### src/acp_map.vh
`ifndef ACP_MAP_VH
`define ACP_MAP_VH
`define ACP_RES_BITS 10
`define ACP_LATENCY 6
`define ACP_CNT_BITS 3
`define ACP_MAX_RATE_MSPS 40
`define ACP_CLK_MHZ 25
`define ACP_WORD_ZERO 10'h000
`define ACP_WORD_ONES 10'h3FF
`define ACP_WORD_MID 10'h200
`define ACP_PT_CAL_LO 0
`define ACP_PT_CAL_HI 1
`endif

### src/acp_sample_port.v
`timescale 1ns/1ps
`include "acp_map.vh"
// What this block is required to do
// output words use offset binary, mid-scale is 10'h200.
// input at or below negative full scale gives all zeros.
// input at or above positive full scale gives all ones.
// each word appears six clock cycles after its sample. Here a word held back by wordReady low comes out later.
// one sample per clock period, taken on the clock's sampling edge.
// out-of-range flag high when result is over or under range.
// ten data outputs, bit zero is least significant.
// reference select high chooses external reference, internal powered down.
// reference select low chooses internal reference; default low.
// sleep control high means normal operation; default high.
// sleep control low powers down and stops conversion.
// clock source should keep duty cycle near half.
// ten-bit words at rates up to forty million per second.
// out-of-range flag travels the same pipeline as its word.
// capture discards first six words after start-up or sleep exit. Here no word is discarded after reset, only the sample taken on the wake edge.
module acp_sample_port (
  input wire clk_sys,
  input wire rst_b,
  input wire ce,
  input wire [11:0] sampleIn,
  input wire reference_source_select,
  input wire sleepCtrl,
  output reg [9:0] sample_word_bits,
  output reg outOfRange,
  output reg wordValid,
  input wire wordReady,
  output reg internalRefOn,
  output reg converting
);
  // sampleIn is a signed 12-bit front-end result; codes outside -512..511
  // are treated as beyond full scale.
  localparam LAT = `ACP_LATENCY;
  localparam ST_SLEEP = 2'b01;
  localparam ST_RUN = 2'b10;

  reg [1:0] state;
  reg [9:0] pipeWord [0:LAT-2];
  reg [LAT-2:0] pipeOr;
  reg [LAT-2:0] pipeVal;
  reg [9:0] next_word;
  reg next_or;
  wire awake;
  wire bufInReady;
  wire bufOutValid;
  wire [10:0] bufOutData;
  integer i;

  ////////////////////////////////////////////////////////////////////
  // control pins, sampled as static levels
  assign awake = (state == ST_RUN);

  always @(posedge clk_sys) begin
    if (!rst_b) begin
      state <= ST_RUN;
      internalRefOn <= 1'b1;
      converting <= 1'b1;
    end else if (ce) begin
      internalRefOn <= !reference_source_select;
      case (state)
        ST_RUN: begin
          if (!sleepCtrl) begin
            state <= ST_SLEEP;
            converting <= 1'b0;
          end
        end
        ST_SLEEP: begin
          if (sleepCtrl) begin
            state <= ST_RUN;
            converting <= 1'b1;
          end
        end
        default: begin
          state <= ST_RUN;
          converting <= 1'b1;
        end
      endcase
    end
  end

  ////////////////////////////////////////////////////////////////////
  // quantiser: clamp and convert to offset binary
  always @* begin
    next_or = 1'b0;
    next_word = sampleIn[9:0] ^ `ACP_WORD_MID;
    if (!sampleIn[11] && (sampleIn[10:9] != 2'b00)) begin
      next_word = `ACP_WORD_ONES;
      next_or = 1'b1;
    end else if (sampleIn[11] && (sampleIn[10:9] != 2'b11)) begin
      next_word = `ACP_WORD_ZERO;
      next_or = 1'b1;
    end
  end

  ////////////////////////////////////////////////////////////////////
  // latency pipeline; last stage is the buffer/output register
  always @(posedge clk_sys) begin
    if (!rst_b) begin
      pipeOr <= {(LAT-1){1'b0}};
      pipeVal <= {(LAT-1){1'b0}};
      for (i = 0; i < LAT-1; i = i + 1)
        pipeWord[i] <= `ACP_WORD_ZERO;
    end else if (ce && bufInReady) begin
      // one sample per enabled clock; stalls only if the buffer fills
      pipeWord[0] <= next_word;
      pipeOr[0] <= next_or;
      pipeVal[0] <= awake;
      for (i = 1; i < LAT-1; i = i + 1)
        pipeWord[i] <= pipeWord[i-1];
      pipeOr[LAT-2:1] <= pipeOr[LAT-3:0];
      pipeVal[LAT-2:1] <= pipeVal[LAT-3:0];
    end
  end

  acp_skid_buf #(
    .WIDTH(11)
  ) u_buf (
    .clk_sys(clk_sys),
    .rst_b(rst_b),
    .ce(ce),
    .inValid(pipeVal[LAT-2]),
    .inReady(bufInReady),
    .inData({pipeOr[LAT-2], pipeWord[LAT-2]}),
    .outValid(bufOutValid),
    .outReady(wordReady || !wordValid),
    .outData(bufOutData)
  );

  ////////////////////////////////////////////////////////////////////
  // registered outputs
  always @(posedge clk_sys) begin
    if (!rst_b) begin
      sample_word_bits <= `ACP_WORD_ZERO;
      outOfRange <= 1'b0;
      wordValid <= 1'b0;
    end else if (ce) begin
      if (wordReady || !wordValid) begin
        wordValid <= bufOutValid;
        if (bufOutValid) begin
          sample_word_bits <= bufOutData[9:0];
          outOfRange <= bufOutData[10];
        end
      end
    end
  end
endmodule

### src/acp_skid_buf.v
`timescale 1ns/1ps
module acp_skid_buf #(
  parameter WIDTH = 11
) (
  input wire clk_sys,
  input wire rst_b,
  input wire ce,
  input wire inValid,
  output wire inReady,
  input wire [WIDTH-1:0] inData,
  output wire outValid,
  input wire outReady,
  output wire [WIDTH-1:0] outData
);
  reg [WIDTH-1:0] mem [0:1];
  reg wrPtr;
  reg rdPtr;
  reg [1:0] count;
  wire push;
  wire pop;
  assign inReady = (count != 2'h2);
  assign outValid = (count != 2'h0);
  assign outData = mem[rdPtr];
  assign push = inValid && inReady;
  assign pop = outValid && outReady;
  always @(posedge clk_sys) begin
    if (!rst_b) begin
      wrPtr <= 1'b0;
      rdPtr <= 1'b0;
      count <= 2'h0;
      mem[0] <= {WIDTH{1'b0}};
      mem[1] <= {WIDTH{1'b0}};
    end else if (ce) begin
      if (push) begin
        mem[wrPtr] <= inData;
        wrPtr <= ~wrPtr;
      end
      if (pop)
        rdPtr <= ~rdPtr;
      if (push && !pop)
        count <= count + 2'h1;
      else if (pop && !push)
        count <= count - 2'h1;
    end
  end
endmodule

### config.mk
export PLATFORM = sky130hd
export DESIGN_NAME = acp_sample_port
export DESIGN_NICKNAME = d
export VERILOG_FILES = /design/src/acp_sample_port.v /design/src/acp_skid_buf.v
export VERILOG_INCLUDE_DIRS = /design/src
export SDC_FILE = /design/constraint.sdc
export NUM_CORES = 1
export LEC_CHECK = 0
export BUFFER_PORTS_ARGS = -buffer_cell sky130_fd_sc_hd__buf_2
export CAP_MARGIN = 10
export CORE_AREA = 4 4 108 110
export DETAILED_ROUTE_END_ITERATION = 8
export DIE_AREA = 0 0 112 114
export MAX_ROUTING_LAYER = met4
export SLEW_MARGIN = 30
export SYNTH_ARGS = -nofsm -noshare
export SYNTH_HDL_FRONTEND = slang
export SYNTH_SLANG_ARGS = --single-unit
### constraint.sdc
create_clock -name clk_sys -period 7.3 [get_ports clk_sys]
set_input_delay 1.46 -clock clk_sys [delete_from_list [all_inputs] [get_ports clk_sys]]
set_output_delay 1.46 -clock clk_sys [all_outputs]
set_load 0.005 [all_outputs]
Word-level counts from Yosys, hierarchy flattened
Memories as Yosys holds them, arrays and structs flattened. A register that Yosys moved wholly into a read port is not among the register bits.
Index checks and enable logic that the tools add are counted.
- register bits after elaboration: 19
- latch bits: 0
- memory bits (writable): 72
- bits in read-only memories: 0
- input bits: 18
- memories kept: 2
- add/subtract/negate cells: 2
- $mul: 0
- div/mod/pow operators: 0
- magnitude comparators: 0
- equality and inequality tests: 6
- shift-type cells: 0
- mux-type cells: 28
- bitwise operators: 8
- reduce and logical (&&, ||, !) cells: 24
- memories (name ; depth ; bits a word ; read ports ; clocked after Yosys merged registers in ; wr ports ; RTL line ; text):
    pipeWord ; 5 ; 10 ; 5 ; 0 ; 5 ; acp_sample_port.v:40 ; reg [9:0] pipeWord [0:LAT-2];
    u_buf.mem ; 2 ; 11 ; 1 ; 1 ; 2 ; acp_skid_buf.v:15 ; reg [WIDTH-1:0] mem [0:1];
- operators with widths (kind ; count):
    two-way mux 10 bit ; 7
    two-way mux 1 bit ; 14
    two-way mux 11 bit ; 1
    OR reduction 11 bit ; 1
    two-way mux 2 bit ; 4
    inequality test 2 bit (second input constant) ; 4
    AND reduction 2 bit ; 4
    logical AND 1 bit ; 7
    zero test 1 bit ; 6
    AND reduction 3 bit ; 2
    nonzero test 2 bit ; 3
    bitwise OR 1 bit ; 5
    case mux 2 bit (2 select lines) ; 1
    inverter 1 bit ; 3
    adder 2 x 1 -> 2 bit (second input constant) ; 1
    equality test 2 x 1 -> 1 bit (second input constant) ; 1
    equality test 2 bit (second input constant) ; 1
    case mux 1 bit (2 select lines) ; 1
    subtractor 2 x 1 -> 2 bit (second input constant) ; 1
    logical OR 1 bit ; 1

Longest topological paths before layout
Gate-level depths: netlist (run 1).
- depth after elaboration: 8
- depth in mapped cells: 8
- depth with buffers taken out: 6

Hierarchy
From an unflattened synthesis (run 1), not the netlist that was laid out.
- cells, all modules: 296
- area, all modules: 4088.9 µm²
- modules (own cells, without submodules) (module ; instances ; cells an instance ; area an instance (µm²) ; seq. area each (µm²)):
    acp_sample_port ; 1 ; 208 ; 2861.5 ; 2001.9
    acp_skid_buf ; 1 ; 88 ; 1227.4 ; 760.7

Worst setup path after synthesis (run 1)
OpenSTA, ideal clock, no wires.
- path type: in2reg
- start point: input ce
- end point: memory pipeWord[0][0], enable pin
- setup time: 0.527 ns
- arrival time: 5.211 ns
- setup slack: 1.562 ns
- stages on the path: 3
- cells stage by stage: inv_1 clkbuf_1 o21ai_0
- RTL lines (element ; RTL line ; text):
    start: declaration ; acp_sample_port.v:22 ; input wire ce,
    end: declaration ; acp_sample_port.v:40 ;

==> flow_metrics.env, run 1 <==
export IMPL_outcome="complete, no violations"
export IMPL_first_global_vias=2271
export IMPL_async_flop_share_pct=0
export IMPL_post_drt_wl_per_cell_um=11.73
export IMPL_drc_errors=0
export IMPL_end_kind="flip-flop"
export IMPL_grt_usage_pct=10.33
export IMPL_period_share_pct=42.83
export IMPL_fin_util_pct=43.99
export IMPL_core_um2=10700
export IMPL_path_cells="buf_2 > nand2_2 > nor4bb_4 > nand2b_1"
export IMPL_die_x_um=112
export IMPL_rsz0062_at_grt="false"
export IMPL_syn_inst=344
export IMPL_synth_compound_area_share_pct=7.888
export IMPL_path_max_fanout=35
export IMPL_hold_viol_final=0
export IMPL_rows=38
export IMPL_power_density_nw_per_um2=225.3
export IMPL_yosys_mux_area_fraction_pct=5.930
export IMPL_r2r_start="u_buf.count[0]"
export IMPL_nets=384
export IMPL_clock_skew_ns=0.02018
export IMPL_path_delay_family="simple AND/OR/NAND/NOR gates"
export IMPL_viasPerCell=4.645
export IMPL_ys_top_cells_by_area="edfxtp_1 50%, dfxtp_1 14%, and2_1 9.3%"
export IMPL_syn_nets=363
export IMPL_pin_count=32
export IMPL_drtIter0Drc=158
export IMPL_cts_made_buffers=9
export IMPL_hold_path_class="reg -> reg"
export IMPL_vias=2369
export IMPL_port_buffers=31
export IMPL_antennaDiodeCount=0
export IMPL_cp_depth=4
export IMPL_period_minus_slack_ns=3.127
export IMPL_fmax_mhz=319.8
export IMPL_regToRegEndpoint="u_buf.mem[1][4]"
export IMPL_p_leak_nw=1.872
export IMPL_drive_gt1_share_pct=20.81
export IMPL_place_congestion=0.7374
export IMPL_antenna_found_initial=0
export IMPL_finalSetupViolCount=0
export IMPL_postRouteWirelength_um=5984
export IMPL_synth_edff_count=72
export IMPL_yosys_top_cells_count="72 x edfxtp_1, 64 x and2_1, 29 x dfxtp_1, 29 x nand2_1, 22 x nor2_1"
export IMPL_start_util_pct=40.04
export IMPL_ant_nets=0
export IMPL_yosysWarnings=0
export IMPL_htree_levels=3
export IMPL_root_buffer="clkbuf_8"
export IMPL_firstDrtPassIters=6
export IMPL_cts_clk_slew_worst_paths_ns=0.10
export IMPL_r2r_slack_ns=5.29
export IMPL_synth_ff_type="edfxtp_1"
export IMPL_slew_headroom_pct=38.00
export IMPL_netlist_area_leader_share_pct=50.48
export IMPL_clockBufferDepth=2
export IMPL_grt_pass1_wl_um=10350
export IMPL_synth_top_family_by_area="simple AND/OR/NAND/NOR gates"
export IMPL_avgSynthCellArea_um2=12.45
export IMPL_synthDistinctLibCells=33
export IMPL_synth_most_common_cell="edfxtp_1"
export IMPL_areaGrowthSynthToFinish_pct=9.874
export IMPL_ys_ff_latch=101
export IMPL_drv_slew=0
export IMPL_cts_sinks=101
export IMPL_tritoncts="done"
export IMPL_slowest_delay_ns=0.50
export IMPL_critPathSlowestCell="buf_2"
export IMPL_clk_latency_ns=0.36
export IMPL_seq_area_frac_synth_pct=64.04
export IMPL_synth_xor_area_share_pct=0.4090
export IMPL_worstMarginPinSlew_ns=0.9301
export IMPL_worst_r2r_cell_count=3
export IMPL_hpwl_um=3764
export IMPL_fp_dieH_um=114
export IMPL_ir_drop_mv=0.09834
export IMPL_path_buf_inv=1
export IMPL_post_cts_setup_buffers=0
export IMPL_hold_buffers=0
export IMPL_crit_end="u_buf.mem[1][4]"
export IMPL_grt_max_degree=51
export IMPL_cp_arrival_ns=3.13
export IMPL_start_kind="primary input"
export IMPL_die_area_um2=12770
export IMPL_maxCapViolCount=0
export IMPL_path_class="in -> reg"
export IMPL_tns_ns=0
export IMPL_yosysTopAreaCell="edfxtp_1"
export IMPL_critPathLaunch="rst_b"
export IMPL_netlist_area_um2=4283
export IMPL_yosys_area_share_simple_pct=18.29
export IMPL_cts_resized_gates=0
export IMPL_cp_required_ns=7.31
export IMPL_synth_fa_ha_area_share_pct=0.2921
export IMPL_grt_ovfl_total=0
==> power by group <==
| part | switching (mW) | internal (mW) |
|---|---|---|
| Combinational | 0.0444 | 0.0352 |
| Clock | 0.196 | 0.130 |
| Sequential | 0.0116 | 0.643 |
| Total | 0.252 | 0.808 |
==> cells in the final DEF, fill, tap and decap left out <==
cell / instances
nor4b_2: 1
nor2b_1: 1
edfxtp_1: 72
mux2_2: 11
and2_1: 64
o21ai_4: 1
o22ai_1: 1
nand3_2: 1
inv_8: 1
nand2_1: 29
inv_6: 1
nor2_1: 22
or3_1: 1
a21bo_2: 9
xnor2_1: 2
clkbuf_1: 1
clkinv_4: 4
o21ai_0: 14
buf_2: 31
nand2b_1: 5
inv_1: 3
buf_4: 3
a21o_1: 1
mux2i_1: 13
nand4b_1: 1
dfxtp_1: 29
o221ai_2: 1
nand4_1: 1
a21oi_1: 13
ha_1: 1
and4bb_2: 1
nand2_2: 1
clkbuf_8: 9
nor4bb_4: 1
nor2b_4: 1
a2bb2oi_1: 9
nand3_1: 10
==> area by class of cell <==
class | instances | area [µm²]
clock buffer | 10 | 127.6
clock inverter | 6 | 55.05
fill | 986 | 5992
inverter | 3 | 11.26
multi-input combinational | 216 | 1416
sequential | 101 | 2743
tap | 140 | 175.2
timing repair buffer | 34 | 177.7
==> per-stage QoR <==
| stage | power (mW) | cell area (µm²) | setup slack [ns] | cells | hold WS (ns) |
|---|---|---|---|---|---|
| 6_report | 1.060 | 4706 | 4.173 | 510 | 0.4390 |
| 3_3_place_gp | 0.7449 | 4523 | 3.873 | 494 | 0.4408 |
| 4_1_cts | 1.073 | 4706 | 4.162 | 510 | 0.4468 |
| 5_1_grt | 1.109 | 4706 | 3.923 | 510 | 0.4643 |
| 2_1_floorplan | 0.7314 | 4283 | 1.563 | 344 | 0.4401 |
| 3_5_place_dp | 0.7484 | 4523 | 3.760 | 494 | 0.4528 |
==> per-layer routing <==
layer / wire length, µm / global-route usage [%] / share of wire (%) / vias up
met3: 285 / 2.546 / 4.8 / 10
met5: 0 / - / 0 / -
li1: - / - / - / 1241
met2: 2832 / 16.43 / 47 / 41
met4: 129 / 5.288 / 2.2 / 0
met1: 2736 / 12.28 / 46 / 1077
==> flip-flops by register name, indices dropped and copies added (netlist names) <==
register	flops
pipeVal	5
pipeOr	5
u_buf.wrPtr	1
wordValid	1
state	1
outOfRange	1
u_buf.mem	22
sample_word_bits	10
u_buf.rdPtr	1
internalRefOn	1
converting	1
u_buf.count	2
pipeWord	50
==> kinds of logic (layout without fill, tap and decap cells) <==
group	after synthesis	after routing
simple gates	140	140
xor+xnor	2	2
mux	24	24
fa+ha+maj	1	1
buf+inv	27	53
flops	101	101
compound gates	49	49
==> how the worst min path moves through the flow <==
stage | from | end | slack, ns | cells after the start
2_1_floorplan | pipeOr[2] | pipeOr[3] | 0.44 | 2
3_3_place_gp | sample_word_bits[9] | sample_word_bits[9] | 0.44 | 2
3_5_place_dp | outOfRange | outOfRange | 0.45 | 2
4_1_cts | pipeOr[3] | pipeOr[4] | 0.45 | 2
5_1_grt | pipeVal[3] | pipeVal[4] | 0.46 | 2
6_report | pipeOr[3] | pipeOr[4] | 0.44 | 2
==> worst reg2reg max path, stage by stage (launching register included) <==
cell	delay, ns
dfxtp_1	0.51
nor2b_4	0.15
nor4bb_4	0.51
nand2b_1	0.48
Note: power is estimated with default switching activity, not from simulation.
==> run 2, diff against run 1 <==
==> constraint.sdc (replaced) <==
create_clock -name clk_sys -period 2.93 [get_ports clk_sys]
set_input_delay 0.586 -clock clk_sys [delete_from_list [all_inputs] [get_ports clk_sys]]
set_output_delay 0.586 -clock clk_sys [all_outputs]
set_load 0.005 [all_outputs]
==> flow_metrics.env, run 2 (synthesis gave the netlist of run 1 again) <==
export IMPL_outcome="complete, no violations"
export IMPL_sequentialPowerShare_pct=60.0
export IMPL_final_cell_mix="72 x edfxtp_1, 64 x and2_1, 31 x buf_2, 29 x nand2_1, 29 x dfxtp_1"
export IMPL_clockBufferDepth=2
export IMPL_place_congestion=0.7546
export IMPL_htree_levels=3
export IMPL_post_drt_wl_per_cell_um=11.15
export IMPL_largest_register="pipeWord"
export IMPL_cp_arrival_ns=2.01
export IMPL_cts_clk_slew_worst_paths_ns=0.10
export IMPL_port_buffers=31
export IMPL_viasPerCell=4.612
export IMPL_end_kind="flip-flop"
export IMPL_hpwl_um=3750
export IMPL_period_minus_slack_ns=2.002
export IMPL_die_x_um=112
export IMPL_grt_pass1_wl_um=10150
export IMPL_antenna_found_initial=0
export IMPL_tritoncts="done"
export IMPL_drv_slew=0
export IMPL_fin_util_pct=44.40
export IMPL_maxCapViolCount=0
export IMPL_rows=38
export IMPL_top_regs="pipeWord (50), u_buf.mem (22), sample_word_bits (10)"
export IMPL_clkPwrFrac_pct=32.6
export IMPL_cp_required_ns=2.94
export IMPL_grt_usage_pct=9.994
export IMPL_post_cts_setup_buffers=0
export IMPL_cts_resized_gates=0
export IMPL_clock_skew_ns=0.01535
export IMPL_p_leak_nw=1.896
export IMPL_pin_count=32
export IMPL_p_int_mw=2.104
export IMPL_hold_path_class="reg -> reg"
export IMPL_nets=387
export IMPL_path_max_fanout=14
export IMPL_root_buffer="clkbuf_8"
export IMPL_swShare_pct=22.51
export IMPL_hold_buffers=0
export IMPL_p_switching_mw=0.6112
export IMPL_fp_dieH_um=114
export IMPL_die_area_um2=12770
export IMPL_antennaDiodeCount=0
export IMPL_dp_slack_ns=0.5801
export IMPL_path_class="reg -> reg"
export IMPL_final_common_cell="edfxtp_1"
export IMPL_power_density_nw_per_um2=571.7
export IMPL_postRouteWirelength_um=5719
export IMPL_rsz0062_at_grt="false"
export IMPL_power_frac_comb_pct=7.4
export IMPL_largest_reg_flops=50
export IMPL_grt_max_degree=51
export IMPL_vias=2366
export IMPL_ir_drop_mv=0.2002
export IMPL_core_um2=10700
export IMPL_worstMarginPinSlew_ns=0.9378
export IMPL_first_global_vias=2283
export IMPL_hold_viol_final=0
export IMPL_drive_gt1_share_pct=21.45
export IMPL_finalSetupViolCount=0
export IMPL_firstDrtPassIters=4
export IMPL_areaGrowthSynthToFinish_pct=10.90
export IMPL_cts_sinks=101
export IMPL_start_kind="flip-flop"
export IMPL_drtIter0Drc=101
export IMPL_tns_ns=0
export IMPL_clk_latency_ns=0.36
export IMPL_grt_ovfl_total=0
export IMPL_period_share_pct=68.32
export IMPL_n_fill_cell=982
export IMPL_slew_headroom_pct=37.48
export IMPL_fin_ws_ns=0.9281
export IMPL_fmax_mhz=499.5
export IMPL_start_util_pct=40.04
export IMPL_cts_made_buffers=9
export IMPL_drc_errors=0
export IMPL_ant_nets=0
[run 2: changes by cell type in the layout (fill, tap and decap cells not counted), sizes merged]
cell    delta
bufinv     +1
buf        +3
clkinv     -3
inv        +2
[run 2: routing by layer]
metal,up-vias,wire [µm],GRT usage [%]
met5,-,0,-
met2,38,2817,16.55
met4,0,44,3.125
met3,2,275,3.714
li1,1242,-,-
met1,1084,2581,11.37
[run 2: stage by stage]
step | area, µm² | hold slack [ns] | power, mW | std cells
floorplan | 4287 | 0.4401 | 1.820 | 344
global placement | 4546 | 0.4413 | 1.860 | 497
CTS | 4750 | 0.4632 | 2.756 | 513
detailed placement | 4546 | 0.4481 | 1.868 | 497
global route | 4750 | 0.4803 | 2.848 | 513
finish | 4750 | 0.4577 | 2.715 | 513
[run 2: worst paths after layout]
check | startpoint | to | slack (ns) | cells after the start
max | u_buf.count[0] | u_buf.mem[1][10] | 0.93 | 3
min | sample_word_bits[6] | sample_word_bits[6] | 0.46 | 2
max reg2reg | u_buf.count[0] | u_buf.mem[1][10] | 0.93 | 3
min reg2reg | sample_word_bits[6] | sample_word_bits[6] | 0.46 | 2
[run 2: area by class of cell]
class                           count  area (µm²)  share of cell area [%]
Timing Repair Buffer               37       200.2                   4.215
Inverter                            3       11.26                  0.2371
Tap cell                          140       175.2                   3.688
Sequential cell                   101        2743                   57.74
Clock buffer                       10       127.6                   2.687
Clock inverter                      6       76.32                   1.607
Multi-Input combinational cell    216        1416                   29.82
[run 2: critical path: stages, from the launching register on]
cell and delay [ns]:
dfxtp_1 0.51, nor2b_4 0.15, nor4bb_4 0.52, nand2b_1 0.47
[run 2: power groups by stage]
stage | combinational [mW] | sequential, mW | clock [mW]
floorplan | 0.168 | 1.65 | 0
global placement | 0.199 | 1.66 | 0
detailed placement | 0.205 | 1.66 | 0
CTS | 0.206 | 1.63 | 0.920
global route | 0.229 | 1.64 | 0.980
finish | 0.202 | 1.63 | 0.884
